<file path="src/rtl/dsx_map.vh">
// constants for the decrement and skip execution block
`ifndef DSX_MAP_VH
`define DSX_MAP_VH
// ------------------------------------------------------------
// apb register byte offsets
// ------------------------------------------------------------
`define DSX_OFF_CTRL    8'h00
`define DSX_OFF_BANK    8'h04
`define DSX_OFF_WREG    8'h08
`define DSX_OFF_FLAGS   8'h0C
`define DSX_OFF_INFO    8'h10
`define DSX_OFF_CYCLES  8'h14
// ------------------------------------------------------------
// opcode fields
// ------------------------------------------------------------
`define DSX_OPC_MSB     15
`define DSX_OPC_LSB     10
`define DSX_OPC_DEC     6'h01
`define DSX_OPC_DSZ     6'h0B
`define DSX_BIT_DEST    9
`define DSX_BIT_ACC     8
`define DSX_ADDR_MSB    7
// ------------------------------------------------------------
// access bank split
// ------------------------------------------------------------
`define DSX_ACC_SPLIT   8'h80
`define DSX_ACC_LO_BANK 4'h0
`define DSX_ACC_HI_BANK 4'hF
// ------------------------------------------------------------
// flag bit positions in the flag register
// ------------------------------------------------------------
`define DSX_FLG_C       0
`define DSX_FLG_DC      1
`define DSX_FLG_Z       2
`define DSX_FLG_OV      3
`define DSX_FLG_N       4
// ------------------------------------------------------------
// phase, overflow source and reset values
// ------------------------------------------------------------
`define DSX_Q1          2'h0
`define DSX_Q2          2'h1
`define DSX_Q3          2'h2
`define DSX_Q4          2'h3
`define DSX_OV_SRC      8'h80
`define DSX_RST_CTRL    1'h1
`define DSX_RST_BANK    4'h0
`define DSX_RST_W       8'h00
`define DSX_RST_FLAGS   5'h00
`endif

</file>
<file path="src/rtl/dsx_core.v">
// execution logic for the two decrement-a-register instructions
`timescale 1ns/1ps
`include "dsx_map.vh"

// Behaviour
// - opcode 000001da with 8-bit address decrements register and updates all five flags
// - destination bit 0 sends result to accumulator, 1 writes it back to register
// - access bit 0 selects access bank, 1 uses the bank pointer register
// - decrement-and-skip routes result by destination bit and leaves flags alone
// - opcode 001011da skips: zero result discards next instruction, runs one no-op cycle
// - skip over a two-word instruction inserts two no-op cycles, three in total
// - one word, one cycle: decode, read, process, write across four phases
module dsx_core (
  input  wire        clk_i,
  input  wire        nrst_i,
  input  wire        psel_i,
  input  wire        penable_i,
  input  wire        pwrite_i,
  input  wire [7:0]  paddr_i,
  input  wire [31:0] pwdata_i,
  output wire [31:0] prdata_o,
  output wire        pready_o,
  output wire        pslverr_o,
  input  wire [15:0] instr_i,
  input  wire        instr_valid_i,
  input  wire        next_two_word_i,
  output wire        instr_ready_o,
  output wire        discard_o,
  output wire [11:0] mem_addr_o,
  output wire        mem_re_o,
  output wire        mem_we_o,
  output wire [7:0]  mem_wdata_o,
  input  wire [7:0]  mem_rdata_i,
  output wire [7:0]  w_o,
  output wire [4:0]  flags_o,
  output wire [1:0]  q_phase_o
);

  // ------------------------------------------------------------
  // states
  // ------------------------------------------------------------
  localparam [1:0] ST_IDLE = 2'h0;
  localparam [1:0] ST_EXEC = 2'h1;
  localparam [1:0] ST_NOP1 = 2'h2;
  localparam [1:0] ST_NOP2 = 2'h3;

  reg  [1:0]  state_reg;
  reg  [1:0]  phase_reg;
  reg  [15:0] op_reg;
  reg         two_word_reg;
  reg  [7:0]  data_reg;
  reg  [7:0]  res_reg;
  reg  [4:0]  newflg_reg;
  reg  [11:0] mem_addr_reg;
  reg         mem_re_reg;
  reg         mem_we_reg;
  reg  [7:0]  mem_wdata_reg;
  reg         ready_reg;
  reg         discard_reg;
  reg         enable_reg;
  reg  [3:0]  bank_reg;
  reg  [7:0]  w_reg;
  reg  [4:0]  flags_reg;
  reg         last_skip_reg;
  reg         unsup_reg;
  reg  [1:0]  cyc_run_reg;
  reg  [1:0]  cycles_reg;
  reg  [31:0] prdata_reg;
  reg         pready_reg;
  reg         pslverr_reg;

  // ------------------------------------------------------------
  // decode helpers
  // ------------------------------------------------------------
  function [11:0] dsx_bank_addr;
    input [15:0] op;
    input [3:0]  bank;
    begin
      if (!op[`DSX_BIT_ACC]) begin
        if (op[`DSX_ADDR_MSB:0] < `DSX_ACC_SPLIT)
          dsx_bank_addr = {`DSX_ACC_LO_BANK, op[`DSX_ADDR_MSB:0]};
        else
          dsx_bank_addr = {`DSX_ACC_HI_BANK, op[`DSX_ADDR_MSB:0]};
      end else begin
        dsx_bank_addr = {bank, op[`DSX_ADDR_MSB:0]};
      end
    end
  endfunction

  function is_op;
    input [15:0] op;
    input [5:0]  code;
    begin
      is_op = (op[`DSX_OPC_MSB:`DSX_OPC_LSB] == code);
    end
  endfunction

  wire        op_dec   = is_op(op_reg, `DSX_OPC_DEC);
  wire        op_dsz   = is_op(op_reg, `DSX_OPC_DSZ);
  wire        op_known = op_dec | op_dsz;
  wire        to_reg   = op_reg[`DSX_BIT_DEST];
  // wraps modulo 256 with no extra logic
  wire [7:0]  dec_val  = data_reg - 8'h01;
  wire        skip_now = op_dsz & (res_reg == 8'h00);
  // no borrow out of bit 7 or bit 3 keeps carry or digit carry set
  wire        flg_c    = (data_reg != 8'h00);
  wire        flg_dc   = (data_reg[3:0] != 4'h0);
  wire        flg_ov   = (data_reg == `DSX_OV_SRC);
  wire        flg_z    = (dec_val == 8'h00);
  wire        flg_n    = dec_val[7];

  // ------------------------------------------------------------
  // apb access decode
  // ------------------------------------------------------------
  wire        apb_setup = psel_i & ~penable_i;
  wire        apb_wr    = psel_i & penable_i & pready_reg & pwrite_i;
  wire        core_w_wr = (state_reg == ST_EXEC) && (phase_reg == `DSX_Q4)
                          && op_known && !to_reg;
  wire        core_f_wr = (state_reg == ST_EXEC) && (phase_reg == `DSX_Q4) && op_dec;
  wire        wr_ctrl   = apb_wr && (paddr_i == `DSX_OFF_CTRL);
  wire        wr_bank   = apb_wr && (paddr_i == `DSX_OFF_BANK);
  wire        wr_wreg   = apb_wr && (paddr_i == `DSX_OFF_WREG);
  wire        wr_flags  = apb_wr && (paddr_i == `DSX_OFF_FLAGS);

  reg  [31:0] rd_mux;
  reg         rd_bad;
  always @* begin
    rd_mux = 32'h0000_0000;
    rd_bad = 1'b0;
    case (paddr_i)
      `DSX_OFF_CTRL:   rd_mux = {31'h0000_0000, enable_reg};
      `DSX_OFF_BANK:   rd_mux = {28'h000_0000, bank_reg};
      `DSX_OFF_WREG:   rd_mux = {24'h00_0000, w_reg};
      `DSX_OFF_FLAGS:  rd_mux = {27'h000_0000, flags_reg};
      `DSX_OFF_INFO:   rd_mux = {27'h000_0000, phase_reg, unsup_reg, last_skip_reg,
                                 ~ready_reg};
      `DSX_OFF_CYCLES: rd_mux = {30'h0000_0000, cycles_reg};
      default:         rd_bad = 1'b1;
    endcase
  end

  // ------------------------------------------------------------
  // apb slave: no wait state, answer registered in setup
  // ------------------------------------------------------------
  always @(posedge clk_i or negedge nrst_i) begin
    if (!nrst_i) begin
      prdata_reg  <= 32'h0000_0000;
      pready_reg  <= 1'b0;
      pslverr_reg <= 1'b0;
      enable_reg  <= `DSX_RST_CTRL;
      bank_reg    <= `DSX_RST_BANK;
    end else begin
      pready_reg  <= apb_setup;
      pslverr_reg <= apb_setup & rd_bad;
      prdata_reg  <= apb_setup ? rd_mux : 32'h0000_0000;
      if (wr_ctrl)
        enable_reg <= pwdata_i[0];
      if (wr_bank)
        bank_reg <= pwdata_i[3:0];
    end
  end

  // ------------------------------------------------------------
  // accumulator and flags, core write beats software
  // ------------------------------------------------------------
  always @(posedge clk_i or negedge nrst_i) begin
    if (!nrst_i) begin
      w_reg     <= `DSX_RST_W;
      flags_reg <= `DSX_RST_FLAGS;
    end else begin
      // a lost software write is retried, a lost result could not be
      if (core_w_wr)
        w_reg <= res_reg;
      else if (wr_wreg)
        w_reg <= pwdata_i[7:0];
      if (core_f_wr)
        flags_reg <= newflg_reg;
      else if (wr_flags)
        flags_reg <= pwdata_i[4:0];
    end
  end

  // ------------------------------------------------------------
  // instruction sequencer, four phases per instruction cycle
  // ------------------------------------------------------------
  always @(posedge clk_i or negedge nrst_i) begin
    if (!nrst_i) begin
      state_reg     <= ST_IDLE;
      phase_reg     <= `DSX_Q1;
      op_reg        <= 16'h0000;
      two_word_reg  <= 1'b0;
      data_reg      <= 8'h00;
      res_reg       <= 8'h00;
      newflg_reg    <= 5'h00;
      mem_addr_reg  <= 12'h000;
      mem_re_reg    <= 1'b0;
      mem_we_reg    <= 1'b0;
      mem_wdata_reg <= 8'h00;
      ready_reg     <= 1'b0;
      discard_reg   <= 1'b0;
      last_skip_reg <= 1'b0;
      unsup_reg     <= 1'b0;
      cyc_run_reg   <= 2'h0;
      cycles_reg    <= 2'h0;
    end else begin
      discard_reg <= 1'b0;
      case (state_reg)
        ST_IDLE: begin
          ready_reg <= enable_reg;
          phase_reg <= `DSX_Q1;
          if (instr_valid_i && ready_reg) begin
            op_reg       <= instr_i;
            two_word_reg <= next_two_word_i;
            ready_reg    <= 1'b0;
            cyc_run_reg  <= 2'h1;
            state_reg    <= ST_EXEC;
          end
        end
        ST_EXEC: begin
          phase_reg <= phase_reg + 2'h1;
          case (phase_reg)
            `DSX_Q1: begin
              mem_addr_reg <= dsx_bank_addr(op_reg, bank_reg);
              mem_re_reg   <= op_known;
              unsup_reg    <= ~op_known;
            end
            `DSX_Q2: begin
              mem_re_reg <= 1'b0;
              data_reg   <= mem_rdata_i;
            end
            `DSX_Q3: begin
              res_reg                 <= dec_val;
              newflg_reg[`DSX_FLG_C]  <= flg_c;
              newflg_reg[`DSX_FLG_DC] <= flg_dc;
              newflg_reg[`DSX_FLG_Z]  <= flg_z;
              newflg_reg[`DSX_FLG_OV] <= flg_ov;
              newflg_reg[`DSX_FLG_N]  <= flg_n;
              mem_we_reg              <= op_known & to_reg;
              mem_wdata_reg           <= dec_val;
            end
            default: begin
              mem_we_reg    <= 1'b0;
              last_skip_reg <= skip_now;
              if (skip_now) begin
                // fetched word is dropped, a no-op runs in its slot
                discard_reg <= 1'b1;
                cyc_run_reg <= cyc_run_reg + 2'h1;
                state_reg   <= ST_NOP1;
              end else begin
                cycles_reg <= cyc_run_reg;
                ready_reg  <= enable_reg;
                state_reg  <= ST_IDLE;
              end
            end
          endcase
        end
        ST_NOP1: begin
          phase_reg <= phase_reg + 2'h1;
          if (phase_reg == `DSX_Q4) begin
            if (two_word_reg) begin
              // second word of the skipped instruction needs its own slot
              cyc_run_reg <= cyc_run_reg + 2'h1;
              state_reg   <= ST_NOP2;
            end else begin
              cycles_reg <= cyc_run_reg;
              ready_reg  <= enable_reg;
              state_reg  <= ST_IDLE;
            end
          end
        end
        ST_NOP2: begin
          phase_reg <= phase_reg + 2'h1;
          if (phase_reg == `DSX_Q4) begin
            cycles_reg <= cyc_run_reg;
            ready_reg  <= enable_reg;
            state_reg  <= ST_IDLE;
          end
        end
        default: begin
          state_reg <= ST_IDLE;
        end
      endcase
    end
  end

  // ------------------------------------------------------------
  // outputs
  // ------------------------------------------------------------
  assign prdata_o      = prdata_reg;
  assign pready_o      = pready_reg;
  assign pslverr_o     = pslverr_reg;
  assign instr_ready_o = ready_reg;
  assign discard_o     = discard_reg;
  assign mem_addr_o    = mem_addr_reg;
  assign mem_re_o      = mem_re_reg;
  assign mem_we_o      = mem_we_reg;
  assign mem_wdata_o   = mem_wdata_reg;
  assign w_o           = w_reg;
  assign flags_o       = flags_reg;
  assign q_phase_o     = phase_reg;

endmodule

</file>
<file path="config.mk">
export PLATFORM = sky130hd
export DESIGN_NAME = dsx_core
export DESIGN_NICKNAME = d
export VERILOG_FILES = /design/src/rtl/dsx_core.v
export VERILOG_INCLUDE_DIRS = /design/src /design/src/rtl
export SDC_FILE = /design/constraint.sdc
export NUM_CORES = 1
export LEC_CHECK = 0
export BUFFER_PORTS_ARGS = -buffer_cell sky130_fd_sc_hd__buf_2
export CAP_MARGIN = 15
export CORE_AREA = 2 2 103 95
export DETAILED_ROUTE_END_ITERATION = 10
export DIE_AREA = 0 0 105 97
export GPL_TIMING_DRIVEN = 0
export HOLD_SLACK_MARGIN = 0.06
export PLACE_DENSITY_LB_ADDON = 0.15
export SYNTH_ARGS = -nofsm -noshare
export SYNTH_HDL_FRONTEND = slang
export SYNTH_SLANG_ARGS = --single-unit
export TNS_END_PERCENT = 30
</file>
<file path="constraint.sdc">
create_clock -name clk_i -period 2.1 [get_ports clk_i]
set_clock_uncertainty 0.05 [all_clocks]
set_input_delay 0 -clock clk_i [delete_from_list [all_inputs] [get_ports clk_i]]
set_output_delay 0 -clock clk_i [all_outputs]
set_load 0.005 [all_outputs]
</file>
==> run metrics <==
CP Class register to register; routability cong. 0.806; Setup-failing EPs final 0; Crit-path slowest cell or4b_4; Worst-Margin Slew 0.754 ns; Post-DRT Antenna Nets 0; Final Non-Filler Cells 685; Critical path buffers and inverters 1; Synth Cell Area 4430 um^2; dpl hpwl 7.46 mm; Mean Syn Cell Area 11.4 um^2; largest cells by area after synthesis dfrtp_1 (51%), mux2_2 (11%), buf_4 (4.4%); final core utilization 0.650; largest area contributor in the netlist dfrtp_1; Worst setup EP type register; area grow syn2layout 32.1%; count leader, synth dfrtp_1; FMAX 499 MHz; startpoint types register; H-tree depth 3; clk buf depth 2; n_diodes 0; Cell Pwr Density 990 nW/um^2; max reg flops 16; period utilization 0.954; first-pass detailed-route iteration total 4; arrival time worst endpoint 2.19 ns; Commonest cells post-synth dfrtp_1 (90), mux2_2 (42), nand2_1 (38); HP Start paddr_i[7]; Final Max Slew Viols 0; largest net degree at the start of global routing 75; DP Worst Slack -0.211 ns; initial core utilization 0.492; Pleak 2.81 nW; status finished, final reports clean; maxcap violations 0; Synth Instances 388; Fin. Hold Viols 0; unrepaired setup endpoints after global routing false; worst hold margin 0.0786 ns; CP top delay family simple AND/OR/NAND/NOR gates; Worst Setup SP op_reg[12]; CTS Buf Count 9; Tot Pwr 5.79 mW; vias in the first global route 3346; antenna violations before repair 0; GRT Total Usage 0.209; Die X-Extent 105 um; Buffers on Ports 95; die area 10200 um^2; Die Y-Extent 97 um; Via-to-Cell Ratio 4.97; global-route wire length before repair 16.9 mm; Ports 144; Clk Latency, worst-skew pair 0.36 ns; # clock sinks 91; wire per inst 14.9 um; Most used DFF post-synth dfrtp_1; Core Rows 33; Synth top area share 0.509; vias 3404; Yosys cell types 55; max incr delay on CP 0.57 ns; Post-synth EDFFs 0; hold crit path type input pin to register; CTS Root Cell clkbuf_8; placed cell count 629; largest fanout on the critical path 10; layout cells sized above 1 0.357; DRC 0; final worst path period need 2.00 ns; met2 GRT Util 0.337; synth warn 0; Initial DRC Count 176; maximum vdd drop 0.000578 V; CP Cell Sequence or4b_4 -> or4_1 -> buf_2 -> nor2_1 -> a21oi_1; met1 Usage GRT 0.293; Rel. slew slack 0.491; Final #Nets 641; CP required 2.28 ns; GRT overflow 0; clock-pin slew on the worst setup and hold paths 0.10 ns; global-route met3 utilization 0.0330; CTS tree yes; core area 9000 um^2; Setup WS post-layout 0.0960 ns; GRT busiest layer met2; r2r startpoint op_reg[12]; Seq/Total Area, Yosys 0.515; routed wire length 10.2 mm; ys async rst share 1.00; Yosys reg bits 91
[cells in the final DEF (no fill, tap or decap), types with 3 or more instances in the layout]
master         count
buf_2             98
dfrtp_1           90
mux2_2            42
dlygate4sd3_1     39
nand2_1           37
buf_4             29
conb_1            24
o21ai_0           19
a21oi_1           16
nor2_1            16
mux2i_1           16
ha_1              12
inv_1             11
clkbuf_8           9
o21ai_1            8
nor2b_1            6
nor3_1             5
a22oi_1            5
clkbuf_1           4
xnor2_1            4
nand3_1            4
or4_1              3
and2_1             3
or3_1              3
nor4b_1            3
a22o_1             3
nand4_1            3
xor2_1             3
bufinv_16          3
[timing repair]
action,CTS,global route
gates cloned,0,0
hold buffers,39,0
buffers inserted,0,2
setup endpoints to repair,18,24
pin swaps,0,1
hold endpoints to repair,137,0
gates resized for setup,5,4
[final cells by class]
cell class,count,area (um^2)
plain buffers,36,246
clock buffers,9,124
clock inverters,7,123
fillers,729,3150
inverters,11,41.3
multi-input cells,272,1970
flip-flops and latches,91,2280
well taps,122,153
repair buffers,137,911
[metrics by stage]
stage | area [um^2] | TNS (ns)
after floorplan | 4510 | 0
after global placement | 5140 | -1.02
after detailed placement | 5170 | -1.37
after CTS | 5820 | 0
after global routing | 5850 | 0
final | 5850 | 0
[report_power, final]
group | internal (mW) | switching [mW] | total (mW)
clock network | 0.801 | 0.636 | 1.44
logic | 0.892 | 0.838 | 1.73
registers | 2.18 | 0.436 | 2.62
total | 3.88 | 1.91 | 5.79
[path summary, 6_finish.rpt]
| path | endpoint | slack (ns) | cells after the start |
|---|---|---|---|
| max in group asynchronous | bank_reg[2] | 0.78 | 3 |
| worst min-delay path | pslverr_o | 0.08 | 5 |
| worst max-delay path | flags_o[0] | 0.1 | 5 |
| worst max register to register | flags_o[0] | 0.1 | 5 |
| min in group asynchronous | enable_reg | 0.12 | 2 |
| worst min register to register | mem_addr_o[11] | 0.44 | 2 |
[worst min-delay path, delay by kind of cell]
| kind | cells | cell delay [ns] |
|---|---|---|
| compound gates | 1 | 0.06 |
| simple gates | 2 | 0.19 |
| buf+inv | 2 | 0.20 |
[per-layer routing]
layer  part of all wire  wire (um)
met3              0.049        500
met1               0.47       4770
met4              0.012        119
met2               0.47       4840
met5                  0          0
[cell families after synthesis]
logic type	after synthesis	share of synthesized area
other	1	0.000847
multiplexers	58	0.143
AND/OR/NAND/NOR	105	0.137
buffers and inverters	48	0.0653
adder cells (fa/ha/maj)	12	0.0339
flip-flops	91	0.515
AO/OA/AOI/OAI	66	0.0916
XOR/XNOR	7	0.0138
Power figures use the tool's default switching activity.
